<file path="src/rtl/rtc_defines.vh">
// Constants for the calendar clock with shadow access
`ifndef RTC_DEFINES_VH
`define RTC_DEFINES_VH

// ****************************************
// Register byte addresses
// ****************************************
`define OFS_TRIM 16'h2504
`define OFS_CTRL 16'h2890
`define OFS_RESTART 16'h2891
`define OFS_FRACTION_SECOND_COUNTER 16'h2892
`define OFS_SEC 16'h2893
`define OFS_MIN 16'h2894
`define OFS_HOUR 16'h2895
`define OFS_DOW 16'h2896
`define OFS_DAY 16'h2897
`define OFS_MONTH 16'h2898
`define OFS_YEAR 16'h2899
`define OFS_P_HIGH 16'h289b
`define OFS_P_MID 16'h289c
`define OFS_P_LOW 16'h289d

// ****************************************
// Field positions
// ****************************************
`define CTRL_WR_BIT 7
`define CTRL_RD_BIT 6
`define CTRL_FAIL_BIT 4
`define RESTART_BIT 0

// ****************************************
// Reset values
// ****************************************
`define TRIM_RST 7'h40
`define SEC_RST 8'h00
`define MIN_RST 8'h00
`define HOUR_RST 8'h00
`define DOW_RST 8'h01
`define DAY_RST 8'h01
`define MONTH_RST 8'h01
`define YEAR_RST 8'h00
`define P_HIGH_RST 8'h04
`define P_MID_RST 8'h00
`define P_LOW_RST 8'h00
`define PQ_RST 19'h40000

// ****************************************
// Timing
// ****************************************
`define REF_CLK_HZ 24'h989680
`define XTAL_HZ 24'h008000
`define TICK_DIV_LAST 6'h3f
`define FRACTION_SECOND_COUNTER_DIV_LAST 8'hff
`define FRACTION_SECOND_COUNTER_MAX 8'h7f
`define WORDS 10

`endif

</file>
<file path="src/rtl/date_advance.v">
// Next-second calendar value and validity check
`timescale 1ns/10ps
`default_nettype none

module date_advance (
  // Present calendar words
  input wire [7:0] sec_i,
  input wire [7:0] min_i,
  input wire [7:0] hour_i,
  input wire [7:0] dow_i,
  input wire [7:0] day_i,
  input wire [7:0] month_i,
  input wire [7:0] year_i,
  // Calendar one second later
  output reg [7:0] sec_o,
  output reg [7:0] min_o,
  output reg [7:0] hour_o,
  output reg [7:0] dow_o,
  output reg [7:0] day_o,
  output reg [7:0] month_o,
  output reg [7:0] year_o,
  // Chain holds an impossible value
  output reg bad_o
);

  reg [7:0] mlen; // Days in current month

  // ****************************************
  // Month length, leap aware
  // ****************************************
  always @* begin
    case (month_i)
      8'h02: mlen = (year_i[1:0] == 2'h0) ? 8'h1d : 8'h1c;
      8'h04, 8'h06, 8'h09, 8'h0b: mlen = 8'h1e;
      default: mlen = 8'h1f;
    endcase
  end

  // ****************************************
  // Carry ripple through the chain
  // ****************************************
  always @* begin
    sec_o = sec_i;
    min_o = min_i;
    hour_o = hour_i;
    dow_o = dow_i;
    day_o = day_i;
    month_o = month_i;
    year_o = year_i;
    if (sec_i >= 8'h3b) begin
      sec_o = 8'h00;
      if (min_i >= 8'h3b) begin
        min_o = 8'h00;
        if (hour_i >= 8'h17) begin
          hour_o = 8'h00;
          dow_o = (dow_i >= 8'h07) ? 8'h01 : dow_i + 8'h01;
          if (day_i >= mlen) begin
            day_o = 8'h01;
            if (month_i >= 8'h0c) begin
              month_o = 8'h01;
              year_o = year_i + 8'h01;
            end else begin
              month_o = month_i + 8'h01;
            end
          end else begin
            day_o = day_i + 8'h01;
          end
        end else begin
          hour_o = hour_i + 8'h01;
        end
      end else begin
        min_o = min_i + 8'h01;
      end
    end else begin
      sec_o = sec_i + 8'h01;
    end
  end

  // ****************************************
  // Range check of every word except the year
  // ****************************************
  always @* begin
    bad_o = (sec_i > 8'h3b) || (min_i > 8'h3b) || (hour_i > 8'h17) ||
            (dow_i == 8'h00) || (dow_i > 8'h07) || (day_i == 8'h00) ||
            (day_i > mlen) || (month_i == 8'h00) || (month_i > 8'h0c);
  end

endmodule

`default_nettype wire

</file>
<file path="src/rtl/calendar_rtc.v">
// Calendar clock with frozen shadow access over the byte register port
`timescale 1ns/10ps
`default_nettype none
`include "rtc_defines.vh"

// Contract
// - Seven calendar counters behind a shared shadow
// - Chain advances on crystal ticks only
// - Shadow refreshes each internal tick when unfrozen
// - Read freeze holds shadow constant
// - Read freeze reads one until refreshed
// - Write freeze halts refresh, accepts writes
// - Unfreeze write loads chain next tick
// - Change flags select words to load
// - Write freeze reads one until loaded
// - Read-only subsecond count in 1/128 s
// - Restart bit zeroes subsecond counter
// - February gains a day in leap years
// - Chain ignores reset, watchdog and sleep
// - Count error flag, cleared by writing zero
// - Rate values via shadow, next second
// - Period 0x40000 gives 32768 ticks per second
module calendar_rtc #(
  // Reference clock rate in hertz
  parameter [23:0] REF_HZ = `REF_CLK_HZ
) (
  // Clock and resets
  input wire ref_clk,
  input wire rst,
  input wire por,
  // Byte register port
  input wire [15:0] io_addr,
  input wire io_wr,
  input wire io_rd,
  input wire [7:0] io_wdata,
  output reg [7:0] io_rdata,
  // Status and analog trim
  output reg [6:0] crystal_load_trim,
  output reg second_pulse
);

  // ****************************************
  // Word table helpers
  // ****************************************
  // Byte address of each shadow word
  function [15:0] word_addr;
    input integer i;
    begin
      case (i)
        0: word_addr = `OFS_SEC;
        1: word_addr = `OFS_MIN;
        2: word_addr = `OFS_HOUR;
        3: word_addr = `OFS_DOW;
        4: word_addr = `OFS_DAY;
        5: word_addr = `OFS_MONTH;
        6: word_addr = `OFS_YEAR;
        7: word_addr = `OFS_P_HIGH;
        8: word_addr = `OFS_P_MID;
        default: word_addr = `OFS_P_LOW;
      endcase
    end
  endfunction

  // Writable bits of each word
  function [7:0] word_mask;
    input integer i;
    begin
      case (i)
        0, 1: word_mask = 8'h3f;
        2, 4: word_mask = 8'h1f;
        3, 7: word_mask = 8'h07;
        5: word_mask = 8'h0f;
        default: word_mask = 8'hff;
      endcase
    end
  endfunction

  // Power-on value of each word
  function [7:0] word_rst;
    input integer i;
    begin
      case (i)
        0: word_rst = `SEC_RST;
        1: word_rst = `MIN_RST;
        2: word_rst = `HOUR_RST;
        3: word_rst = `DOW_RST;
        4: word_rst = `DAY_RST;
        5: word_rst = `MONTH_RST;
        6: word_rst = `YEAR_RST;
        7: word_rst = `P_HIGH_RST;
        8: word_rst = `P_MID_RST;
        default: word_rst = `P_LOW_RST;
      endcase
    end
  endfunction

  // ****************************************
  // State
  // ****************************************
  reg [7:0] live_r [0:`WORDS-1]; // Counter chain words
  reg [7:0] shadow_r [0:`WORDS-1]; // Shadow words
  reg [`WORDS-1:0] flag_r; // Change flag per word
  wire [7:0] adv [0:`WORDS-1]; // Chain one second on
  reg [23:0] xacc_r; // Crystal rate accumulator
  reg xtick_r; // Crystal tick enable
  reg [5:0] tdiv_r; // Divider to internal tick
  reg [15:0] tcnt_r; // Crystal ticks this second
  reg [2:0] rem_r; // Eighth-tick remainder
  reg [18:0] pq_r; // Rate in use this second
  reg [7:0] sdiv_r; // Ticks within a subsecond
  reg [7:0] fraction_second_counter_r; // Subsecond count
  reg rd_freeze_r; // Read freeze bit
  reg rd_stale_r; // Awaiting first refresh
  reg wr_freeze_r; // Write freeze bit
  reg wr_pend_r; // Awaiting chain load
  reg fail_r; // Count error flag
  reg [7:0] rdata_nxt; // Read mux result
  wire bad; // Chain out of range
  wire [18:0] pq_live; // Rate held in chain
  wire [18:0] sec_sum; // Rate plus remainder
  wire [15:0] sec_len; // Ticks in this second
  wire sec_edge; // Second boundary
  wire int_tick; // About 500 Hz tick
  wire do_refresh; // Shadow takes chain
  wire do_xfer; // Chain takes flagged words
  wire ctrl_wr; // Write to control byte
  integer k;

  // ****************************************
  // Crystal tick and internal tick
  // ****************************************
  // Fractional divider giving exact 32768 Hz average
  always @(posedge ref_clk) begin
    if (por) begin
      xacc_r <= 24'h000000;
      xtick_r <= 1'b0;
    end else if (xacc_r >= REF_HZ - `XTAL_HZ) begin
      xacc_r <= xacc_r + `XTAL_HZ - REF_HZ;
      xtick_r <= 1'b1;
    end else begin
      xacc_r <= xacc_r + `XTAL_HZ;
      xtick_r <= 1'b0;
    end
  end

  // Divide crystal ticks by 64
  always @(posedge ref_clk) begin
    if (por) begin
      tdiv_r <= 6'h00;
    end else if (xtick_r) begin
      tdiv_r <= tdiv_r + 6'h01;
    end
  end

  assign int_tick = xtick_r && (tdiv_r == `TICK_DIV_LAST);

  // ****************************************
  // Second length with rate correction
  // ****************************************
  assign pq_live = {live_r[7][2:0], live_r[8], live_r[9]};
  assign sec_sum = pq_r + {16'h0000, rem_r};
  assign sec_len = sec_sum[18:3];
  assign sec_edge = xtick_r && (tcnt_r == sec_len - 16'h0001);

  // Tick count, remainder and rate take-up per second
  always @(posedge ref_clk) begin
    if (por) begin
      tcnt_r <= 16'h0000;
      rem_r <= 3'h0;
      pq_r <= `PQ_RST;
    end else if (sec_edge) begin
      tcnt_r <= 16'h0000;
      rem_r <= sec_sum[2:0];
      pq_r <= pq_live;
    end else if (xtick_r) begin
      tcnt_r <= tcnt_r + 16'h0001;
    end
  end

  // ****************************************
  // Subsecond counter
  // ****************************************
  // Counts 1/128 s, zero at boundary or restart
  always @(posedge ref_clk) begin
    if (por) begin
      sdiv_r <= 8'h00;
      fraction_second_counter_r <= 8'h00;
    end else if (io_wr && io_addr == `OFS_RESTART &&
                 io_wdata[`RESTART_BIT]) begin
      sdiv_r <= 8'h00;
      fraction_second_counter_r <= 8'h00;
    end else if (sec_edge) begin
      sdiv_r <= 8'h00;
      fraction_second_counter_r <= 8'h00;
    end else if (xtick_r) begin
      sdiv_r <= sdiv_r + 8'h01;
      if (sdiv_r == `FRACTION_SECOND_COUNTER_DIV_LAST && fraction_second_counter_r != `FRACTION_SECOND_COUNTER_MAX) begin
        fraction_second_counter_r <= fraction_second_counter_r + 8'h01;
      end
    end
  end

  // ****************************************
  // Calendar advance
  // ****************************************
  date_advance u_adv (
    .sec_i(live_r[0]),
    .min_i(live_r[1]),
    .hour_i(live_r[2]),
    .dow_i(live_r[3]),
    .day_i(live_r[4]),
    .month_i(live_r[5]),
    .year_i(live_r[6]),
    .sec_o(adv[0]),
    .min_o(adv[1]),
    .hour_o(adv[2]),
    .dow_o(adv[3]),
    .day_o(adv[4]),
    .month_o(adv[5]),
    .year_o(adv[6]),
    .bad_o(bad)
  );

  // Rate words do not count
  assign adv[7] = live_r[7];
  assign adv[8] = live_r[8];
  assign adv[9] = live_r[9];

  // ****************************************
  // Shadow control
  // ****************************************
  assign ctrl_wr = io_wr && (io_addr == `OFS_CTRL);
  assign do_refresh = int_tick && !rd_freeze_r && !wr_freeze_r &&
                      !wr_pend_r;
  assign do_xfer = int_tick && wr_pend_r && !wr_freeze_r;

  // Freeze bits and their trailing status
  always @(posedge ref_clk) begin
    if (rst) begin
      rd_freeze_r <= 1'b0;
      rd_stale_r <= 1'b0;
      wr_freeze_r <= 1'b0;
      wr_pend_r <= 1'b0;
    end else begin
      if (ctrl_wr) begin
        rd_freeze_r <= io_wdata[`CTRL_RD_BIT];
        wr_freeze_r <= io_wdata[`CTRL_WR_BIT];
      end
      // Lowering read freeze leaves status high until refresh
      if (ctrl_wr && rd_freeze_r && !io_wdata[`CTRL_RD_BIT]) begin
        rd_stale_r <= 1'b1;
      end else if (do_refresh) begin
        rd_stale_r <= 1'b0;
      end
      // Lowering write freeze arms the chain load
      if (ctrl_wr && wr_freeze_r && !io_wdata[`CTRL_WR_BIT]) begin
        wr_pend_r <= 1'b1;
      end else if (do_xfer) begin
        wr_pend_r <= 1'b0;
      end
    end
  end

  // Count error flag, set beats clear
  always @(posedge ref_clk) begin
    if (rst) begin
      fail_r <= 1'b0;
    end else if (sec_edge && bad) begin
      fail_r <= 1'b1;
    end else if (ctrl_wr && !io_wdata[`CTRL_FAIL_BIT]) begin
      fail_r <= 1'b0;
    end
  end

  // ****************************************
  // Per-word shadow and chain
  // ****************************************
  genvar gi;
  generate
    for (gi = 0; gi < `WORDS; gi = gi + 1) begin : g_word
      // Shadow word and its change flag
      always @(posedge ref_clk) begin
        if (rst) begin
          shadow_r[gi] <= word_rst(gi);
          flag_r[gi] <= 1'b0;
        end else if (io_wr && io_addr == word_addr(gi) && wr_freeze_r) begin
          shadow_r[gi] <= io_wdata & word_mask(gi);
          flag_r[gi] <= 1'b1;
        end else if (do_xfer) begin
          flag_r[gi] <= 1'b0;
        end else if (do_refresh) begin
          shadow_r[gi] <= live_r[gi];
        end
      end

      // Chain word, untouched by the system reset
      always @(posedge ref_clk) begin
        if (por) begin
          live_r[gi] <= word_rst(gi);
        end else if (do_xfer && flag_r[gi]) begin
          live_r[gi] <= shadow_r[gi];
        end else if (sec_edge) begin
          live_r[gi] <= adv[gi];
        end
      end
    end
  endgenerate

  // ****************************************
  // Register reads
  // ****************************************
  // Read mux, unmapped addresses give zero
  always @* begin
    rdata_nxt = 8'h00;
    if (io_addr == `OFS_CTRL) begin
      rdata_nxt[`CTRL_WR_BIT] = wr_freeze_r | wr_pend_r;
      rdata_nxt[`CTRL_RD_BIT] = rd_freeze_r | rd_stale_r;
      rdata_nxt[`CTRL_FAIL_BIT] = fail_r;
    end else if (io_addr == `OFS_FRACTION_SECOND_COUNTER) begin
      rdata_nxt = fraction_second_counter_r;
    end else if (io_addr == `OFS_TRIM) begin
      rdata_nxt = {1'b0, crystal_load_trim};
    end
    for (k = 0; k < `WORDS; k = k + 1) begin
      if (io_addr == word_addr(k)) begin
        rdata_nxt = shadow_r[k];
      end
    end
  end

  // Registered read data
  always @(posedge ref_clk) begin
    if (rst) begin
      io_rdata <= 8'h00;
    end else if (io_rd) begin
      io_rdata <= rdata_nxt;
    end
  end

  // ****************************************
  // Trim register and second pulse
  // ****************************************
  // Analog load trim, plain storage
  always @(posedge ref_clk) begin
    if (rst) begin
      crystal_load_trim <= `TRIM_RST;
    end else if (io_wr && io_addr == `OFS_TRIM) begin
      crystal_load_trim <= io_wdata[6:0];
    end
  end

  // One-cycle pulse at each second boundary
  always @(posedge ref_clk) begin
    if (por) begin
      second_pulse <= 1'b0;
    end else begin
      second_pulse <= sec_edge;
    end
  end

endmodule

`default_nettype wire

</file>
<file path="config.mk">
export PLATFORM = sky130hd
export DESIGN_NAME = calendar_rtc
export DESIGN_NICKNAME = d
export VERILOG_FILES = /design/src/rtl/date_advance.v /design/src/rtl/calendar_rtc.v
export VERILOG_INCLUDE_DIRS = /design/src /design/src/rtl
export SDC_FILE = /design/constraint.sdc
export NUM_CORES = 1
export LEC_CHECK = 0
export BUFFER_PORTS_ARGS = -buffer_cell sky130_fd_sc_hd__buf_4
export CORE_ASPECT_RATIO = 0.7
export CORE_MARGIN = 2
export CORE_UTILIZATION = 50
export CTS_BUF_LIST = sky130_fd_sc_hd__clkbuf_16
export DETAILED_ROUTE_END_ITERATION = 7
export HOLD_SLACK_MARGIN = 0.08
export PLACE_DENSITY = 0.67
export SYNTH_ARGS = -nofsm -noshare
export SYNTH_HDL_FRONTEND = slang
export SYNTH_SLANG_ARGS = --single-unit
export TNS_END_PERCENT = 50
</file>
<file path="constraint.sdc">
create_clock -name ref_clk -period 15.35 [get_ports ref_clk]
set_clock_uncertainty 0.2 [all_clocks]
set_input_delay 0.7675 -clock ref_clk [delete_from_list [all_inputs] [get_ports ref_clk]]
set_output_delay 0.7675 -clock ref_clk [all_outputs]
set_load 0.01 [all_outputs]
</file>
### Word level (Yosys, flattened, before mapping)

Memories as Yosys holds them, arrays and structs flattened.
Index checks and enable logic that the tools add are counted.

| cells by class | value |
|---|---|
| add/sub/neg operators | 15 |
| bitwise gates (word level) | 42 |
| reductions and logical operators | 83 |
| equality and inequality tests | 23 |
| $lt $le $gt $ge | 13 |
| multiplexer cells | 227 |

Operators by type and width:

| operator | count |
|---|---|
| $mux 8 | 75 |
| $eq 16x14->1 const B | 14 |
| $mux 1 | 147 |
| $add 8x1->8 const B | 9 |
| $logic_and 1x1->1 | 48 |
| $or 1x1->1 | 42 |
| $reduce_bool 2->1 | 13 |
| $add 24x16->24 const B | 1 |
| $ge 24x24->1 const B | 1 |
| $logic_not 8->1 | 3 |
| $mux 24 | 1 |
| $sub 24x24->24 const B | 1 |
| $add 19x3->19 | 1 |
| $add 16x1->16 const B | 1 |
| $eq 16x16->1 | 1 |
| $eq 8x3->1 const B | 2 |
| $eq 8x4->1 const B | 2 |
| $ge 8x6->1 const B | 2 |
| $gt 8x6->1 const B | 2 |
| $pmux 8 s2 | 1 |
| $sub 16x1->16 const B | 1 |
| $eq 8x2->1 const B | 1 |
| $eq 8x8->1 const B | 1 |
| $ge 8x3->1 const B | 1 |
| other kinds (20) | 32 |

| word-level totals | value |
|---|---|
| input bits | 29 |
| memories kept | 2 |
| register bits | 116 |
| output and inout bits | 16 |
| bits in writable memories | 160 |

Memories:

| memory | words | width | rd ports | clocked after memory_dff | write ports | line | text |
|---|---|---|---|---|---|---|---|
| live_r | 10 | 8 | 10 | 0 | 10 | calendar_rtc.v:100 | `` reg [7:0] live_r [0:`WORDS-1]; `` |
| shadow_r | 10 | 8 | 10 | 0 | 10 | calendar_rtc.v:101 | `` reg [7:0] shadow_r [0:`WORDS-1]; `` |

### Longest topological paths before layout

Gate-level depths: netlist of the first run.

| depth | value |
|---|---|
| depth in word-level cells | 14 |
| gate-level depth with buffers | 18 |

### Modules after synthesis

Synthesis of the first run repeated with hierarchy kept, for this count alone.

| second synthesis, totals | value |
|---|---|
| cells, all modules | 1600 |
| area, all modules | 14899.3 µm² |

By module, submodules not included:

| module | times used | sequential area each (µm²) | area an instance (µm²) | cells each |
|---|---|---|---|---|
| calendar_rtc | 1 | 6986.7 | 13533.0 | 1381 |
| date_advance | 1 | 0.0 | 1366.3 | 219 |

### Worst setup path after synthesis of the first run

Ideal clock, no wire load.

| timing | value |
|---|---|
| path type | register to register |
| from | register rem_r[0] |
| to | memory live_r[6][0], enable pin |
| path slack | 10.128 ns |
| data arrival time | 4.635 ns |
| cell stages (with the launch flop) | 18 |
| clock period less this slack | 5.222 ns |
| buffers on the path | 2 |
| setup time | 0.387 ns |
| path through | dfxtp_1 -> ha_1 -> fa_1 -> a21oi_2 -> buf_6 -> nor2b_1 -> xnor2_1 -> ha_1 -> nand3_1 -> o31ai_2 -> xnor2_1 -> a311oi_1 -> a2111oi_0 -> nand4_1 -> nor4b_4 -> buf_6 -> nand2_1 -> o31ai_1 |

RTL lines:

| item | line | text |
|---|---|---|
| from (decl) | calendar_rtc.v:108 | `reg [2:0] rem_r;` |
| from (signal assigned) | calendar_rtc.v:173 | `rem_r <= sec_sum[2:0];` |
| to (decl) | calendar_rtc.v:100 |  |

==> flow_summary.toml, run 1 <==
[layout]
fin_cells = 1825
antenna_cells = 0
final_layout_size_suffix_gt1_share_pct = 9.08
fillers = 2505
fin_area_um2 = 15600
fin_nets = 1489
area_growth_pct = 10.3

[route]
dr.pass1.iters = 6
vias = 11500
drtAntennaViolNets = 0
drtIter0Drc = 1427
via_per_inst = 6.30
drcViolationCount = 0
drt_wl_total_mm = 39.9
avgRoutedWirePerCell_um = 21.9

[critical_path]
worstPathArrival_ps = 6850
crit_required_ps = 15320
r2r_start = "rem_r[0]$_SDFFE_PP0N_"
crit_path_start_kind = "flop"
cp_max_fo = 41
cp-end-kind = "flop"
reg2reg_slack_ps = 8470
setup.worst_path.start = "rem_r[0]$_SDFFE_PP0N_"
critPathKind = "flop to flop"

[min_path]
hold_start = "flag_r[1]$_SDFFE_PP0P_"
hp-class = "flop to flop"

[global_route]
grt_pass1_vias = 10500
grt_max_degree = 57
grt_util_all_layers_pct = 26.9
antenna_found_initial = 0
grt_pass1_wl_mm = 61.0
gr-total-overflow = 0

[die]
die-area_um2 = 29600
die_y_um = 145
core_um2 = 27800
ios = 45
die_w_um = 205
core.rowCount = 51
initial_core_util_pct = 50.8

[timing]
rsz0062_at_grt = "false"
slew_headroom_pct = 19.3
fin_crit_ps = 6880
finalSetupViolations = 0
hold_viol = 0
tns_ps = 0
fmax_mhz = 145
hold_slack_ps = 284
worst_pin_slew_ps = 1200
drv_slew = 0
period_share_pct = 44.8

[clock_network]
ctsLongestPathBuffers = 3
h-tree-depth = 1
numCtsBuffers = 28
cts-resized-gates = 0
cts.clk_slew.worst_paths_ps = 70
post_cts_buffers = 0
clock-sinks = 269
clock_latency_ps = 580
holdBufCountCts = 0
clock-root-buffer = "clkbuf_16"
cts_tree = "yes"

[yosys]
ys_seq_area_share_pct = 49.4
yosys_warnings = 0
async_reset_ff_share_pct = 0
syn_area_um2 = 14100
yosys.area.top_type_share_pct = 34.0
ys.flop_type = "edfxtp_1"
syn_nets = 1478
synth_area_leader_cell = "edfxtp_1"
synth_edf_count = 160
synth.area.top_cells = "edfxtp_1 34%, dfxtp_1 15%, nor2_1 4.3%"
ys_top_cells_by_count = "160 x edfxtp_1, 160 x nor2_1, 119 x nand2_1, 109 x dfxtp_1, 75 x a21oi_1"
synth_cell_types = 81
synth_seq_cells = 269
synth_cells = 1421
syn_area_per_cell_um2 = 9.94

[power]
p_sw_share_pct = 23.2
irDropWorstVdd_v = 0.0000807
p_leak_nw = 5.53
power.total_mw = 1.53
p_int_mw = 1.17
p_switching_uw = 353
power_density_nw_per_um2 = 97.9
power_frac_seq_pct = 52.1
pwr-share-comb_pct = 3.7
p_clk_share_pct = 44.2

[placement]
post_dp_cell_area_um2 = 14700
placed_cells = 1772
port_buffers = 44
dp_hpwl_mm = 27.8
gp_congestion = 0.909

[run]
cap_violations = 0

[run_status]
status = "completed"
==> worst max-delay path: stages, from the launching register on <==
cell and delay [ps]:
dfxtp_1 310, ha_1 250, fa_1 470, a21oi_2 650, nor2b_1 130, xnor2_1 170, ha_1 220, nand3_1 120
o31ai_2 590, xnor2_1 210, a311oi_1 60, a2111oi_0 620, nand4_1 250, nor4b_4 320, buf_4 560, nand2_1 290
o21ai_0 1000
==> cells by family (layout without fill, tap and decap cells) <==
kind of cell,Yosys count,in the layout,synth area share (%)
flip-flops,269,269,49.4
XOR/XNOR,105,105,6.51
adder cells (fa/ha/maj),28,28,2.53
buffers and inverters,106,139,3.36
AO/OA/AOI/OAI,316,316,15.6
multiplexers,30,30,2.13
AND/OR/NAND/NOR,567,567,20.4
==> per-layer routing <==
layer	vias to the layer above	share of wire (%)	track usage, %
met5	-	0	0
met4	0	1.9	5.68
met3	57	12	6.67
met2	584	40	36.9
met1	5564	46	42.2
li1	5289	-	-
==> final cells by class <==
class                      count  area [um^2]  area share (%)
sequential                   269         6990            44.8
multi-input combinational   1046         6690            42.9
clock buffer                  29          726            4.65
timing repair buffer          64          478            3.07
tap                          371          464            2.98
clock inverter                23          165            1.06
inverter                      23         86.3           0.554
==> placed cells by master (no fill, tap or decap), types with 6 or more instances in the layout <==
master / Yosys / layout
a2111oi_0: 7 / 7
a211o_1: 6 / 6
a211oi_1: 22 / 22
a21o_1: 8 / 8
a21oi_1: 75 / 75
a221oi_1: 7 / 7
a222oi_1: 6 / 6
a22o_1: 32 / 32
a22oi_1: 12 / 12
a31oi_1: 10 / 10
a32o_1: 16 / 16
and2_1: 44 / 44
and3_1: 41 / 41
buf_4: 6 / 63
clkbuf_16: 0 / 29
dfxtp_1: 109 / 109
edfxtp_1: 160 / 160
ha_1: 27 / 27
inv_1: 23 / 31
mux2i_1: 29 / 29
nand2_1: 119 / 119
nand2b_1: 7 / 7
nand3_1: 60 / 60
nand4_1: 33 / 33
nand4b_1: 7 / 7
nor2_1: 160 / 160
nor2b_1: 7 / 7
nor3_1: 20 / 19
nor3b_1: 10 / 10
nor4_1: 13 / 12
o2111ai_1: 7 / 7
o21ai_0: 55 / 55
o22ai_1: 12 / 12
or2_2: 7 / 7
or3_1: 14 / 14
xnor2_1: 63 / 63
xor2_1: 42 / 42
==> stage by stage <==
stage,util (%),worst slack [ps]
2_1_floorplan,-,10130
3_3_place_gp,52.8,8630
3_5_place_dp,52.8,8490
4_1_cts,56.0,8450
5_1_grt,56.0,7890
6_report,56.0,8470
==> power by group through the flow <==
stage	logic, mW	registers, mW	clock network [mW]
global route	0.0610	0.796	0.706
floorplan	0.0322	0.803	0
global placement	0.0549	0.809	0
finish	0.0567	0.794	0.674
CTS	0.0555	0.794	0.679
detailed placement	0.0552	0.809	0
==> path summary, 6_finish.rpt <==
path | end | depth (start not counted)
worst max-delay path | live_r[5][6]$_DFFE_PP_ | 16
worst min-delay path | flag_r[1]$_SDFFE_PP0P_ | 1
worst max register to register | live_r[5][6]$_DFFE_PP_ | 16
worst min register to register | flag_r[1]$_SDFFE_PP0P_ | 1
==> sequential cells by signal, summed over array words and instances, names as in the netlist <==
register                   count
rd_freeze_r                    1
live_r                        80
sdiv_r                         8
crystal_load_trim              7
io_rdata                       8
xacc_r                        17
xtick_r                        1
fail_r                         1
rem_r                          3
flag_r                        10
wr_freeze_r                    1
fraction_second_counter_r      8
tcnt_r                        16
pq_r                          19
shadow_r                      80
tdiv_r                         6
rd_stale_r                     1
wr_pend_r                      1
second_pulse                   1
(Power assumes the default switching activity.)
==> run 2, diff against run 1 <==
- PLACE_DENSITY: 0.67 -> 0.7
- clock period: 15.35 -> 5.6 ns (I/O delays scaled with it)
==> run 2 against run 1 <==
  * Clock-buffer cell count unchanged
  * Final cell count rose by 1.2%
  * Critical path depth is 3 lower
==> flow_summary.toml, run 2 (synthesized netlist as in run 1, its figures left out) <==
[timing]
slew_headroom_pct = 9.66
drv_slew = 0
finalSetupViolations = 0
fin_crit_ps = 5200
hold_slack_ps = 110
hold_viol = 0
period_share_pct = 92.9
tns_ps = 0
fmax_mhz = 192
rsz0062_at_grt = "false"
worst_slack_ps = 397
worst_pin_slew_ps = 1340

[global_route]
grt_max_degree = 54
grt_util_all_layers_pct = 27.4
gr-total-overflow = 0
grt_pass1_vias = 10800
antenna_found_initial = 1
grt_pass1_wl_mm = 62.4

[layout]
fin_area_um2 = 15800
fin_nets = 1512
top_regs = "live_r: 80 flops, shadow_r: 80 flops, pq_r: 19 flops"
area_growth_pct = 11.7
fin_util_pct = 56.8
final_layout_size_suffix_gt1_share_pct = 9.02
fin_cells = 1846
layout_common_cells = "160 x nor2_1, 160 x edfxtp_1, 119 x nand2_1"
antenna_cells = 0

[clock_network]
cts-resized-gates = 0
cts_tree = "yes"
h-tree-depth = 1
numCtsBuffers = 27
ctsLongestPathBuffers = 3
clock-root-buffer = "clkbuf_16"
clock_latency_ps = 560
cts.clk_slew.worst_paths_ps = 70
holdBufCountCts = 20
post_cts_buffers = 0
clock-sinks = 269

[critical_path]
slowest_stage = "a2111oi_0"
cp_cell_sequence = "ha_1, fa_1, a21oi_2, buf_4, mux2_2, o22ai_1, xnor2_1, mux2i_1, a2111oi_0, nand4_1, nor4b_4, nor2b_1, a32oi_1"
cp-end-kind = "flop"
reg2reg_slack_ps = 400
crit_required_ps = 5680
worstPathArrival_ps = 5280
worst-path-buf-inv = 1
crit_cells = 13
crit_family = "simple AND/OR/NAND/NOR gates"
critPathKind = "flop to flop"
cp_max_fo = 13
ff2ff_path_depth = 13
slowest_delay_ps = 650
crit_path_start_kind = "flop"

[route]
dr.pass1.iters = 8
drcViolationCount = 0
via_per_inst = 6.30
drt_wl_total_mm = 40.5
avgRoutedWirePerCell_um = 21.9
drtAntennaViolNets = 0
drtIter0Drc = 1676
vias = 11600

[power]
power.total_mw = 4.12
power_frac_seq_pct = 53.0
pwr-share-comb_pct = 4.0
p_leak_nw = 5.62
p_sw_share_pct = 23.1
p_int_mw = 3.17
p_switching_uw = 950
power_density_nw_per_um2 = 261
irDropWorstVdd_v = 0.000184
p_clk_share_pct = 43.1

[die]
die_y_um = 145
ios = 45
core.rowCount = 51
die_w_um = 205
die-area_um2 = 29600
core_um2 = 27800
initial_core_util_pct = 50.8

[placement]
dp_slack_ps = 479
port_buffers = 44
post_dp_cell_area_um2 = 14700
gp_congestion = 0.922
dp_hpwl_mm = 28.7
placed_cells = 1777

[run]
cap_violations = 0

[min_path]
whs_path_depth = 4
hp-class = "input pin to flop"

[run_status]
status = "completed"
-- run 2: cell count changes in the layout (fill, tap and decap cells not counted), sizes merged --
cell,previous run,this run
clkinvlp,2,3
bufinv,2,1
dlygate4sd3,0,20
clkinv,9,8
buf,64,68
inv,33,31
-- run 2: worst reg2reg max path: stages (launching register included) --
cell       delay (ps)
dfxtp_1           320
ha_1              260
fa_1              470
a21oi_2           180
buf_4             230
mux2_2            370
o22ai_1           340
xnor2_1           150
mux2i_1           130
a2111oi_0         650
nand4_1           260
nor4b_4           600
nor2b_1           570
a32oi_1           200
-- run 2: final timing paths --
path                                             start                           endpoint
worst max-delay path             rem_r[0]$_SDFFE_PP0N_             live_r[3][0]$_DFFE_PP_
worst min-delay path                        io_addr[6]  crystal_load_trim[6]$_SDFFE_PP1P_
worst max register to register   rem_r[0]$_SDFFE_PP0N_             live_r[3][0]$_DFFE_PP_
worst min register to register  flag_r[6]$_SDFFE_PP0P_             flag_r[6]$_SDFFE_PP0P_
-- run 2: area by class of cell --
type	instances	area, um^2
clock buffer	29	726
multi-input combinational	1046	6690
sequential	269	6990
tap	371	464
inverter	23	86.3
timing repair buffer	88	723
clock inverter	20	118
fill	2485	12000
-- run 2: routing by layer --
| layer | GRT usage, % | part of all wire (%) | vias to the layer above | routed length (um) |
|---|---|---|---|---|
| li1 | - | - | 5334 | - |
| met4 | 7.42 | 2.7 | 0 | 1080 |
| met3 | 7.21 | 13 | 97 | 5320 |
| met1 | 41.8 | 45 | 5521 | 18100 |
| met5 | 0 | 0 | - | 0 |
| met2 | 37.9 | 40 | 684 | 16000 |
-- run 2: power groups by stage --
stage	Sequential [mW]	Clock (mW)	Combinational, mW
2_1_floorplan	2.20	0	0.0883
4_1_cts	2.18	1.79	0.160
6_report	2.18	1.77	0.164
3_5_place_dp	2.22	0	0.152
5_1_grt	2.18	1.86	0.176
3_3_place_gp	2.22	0	0.150
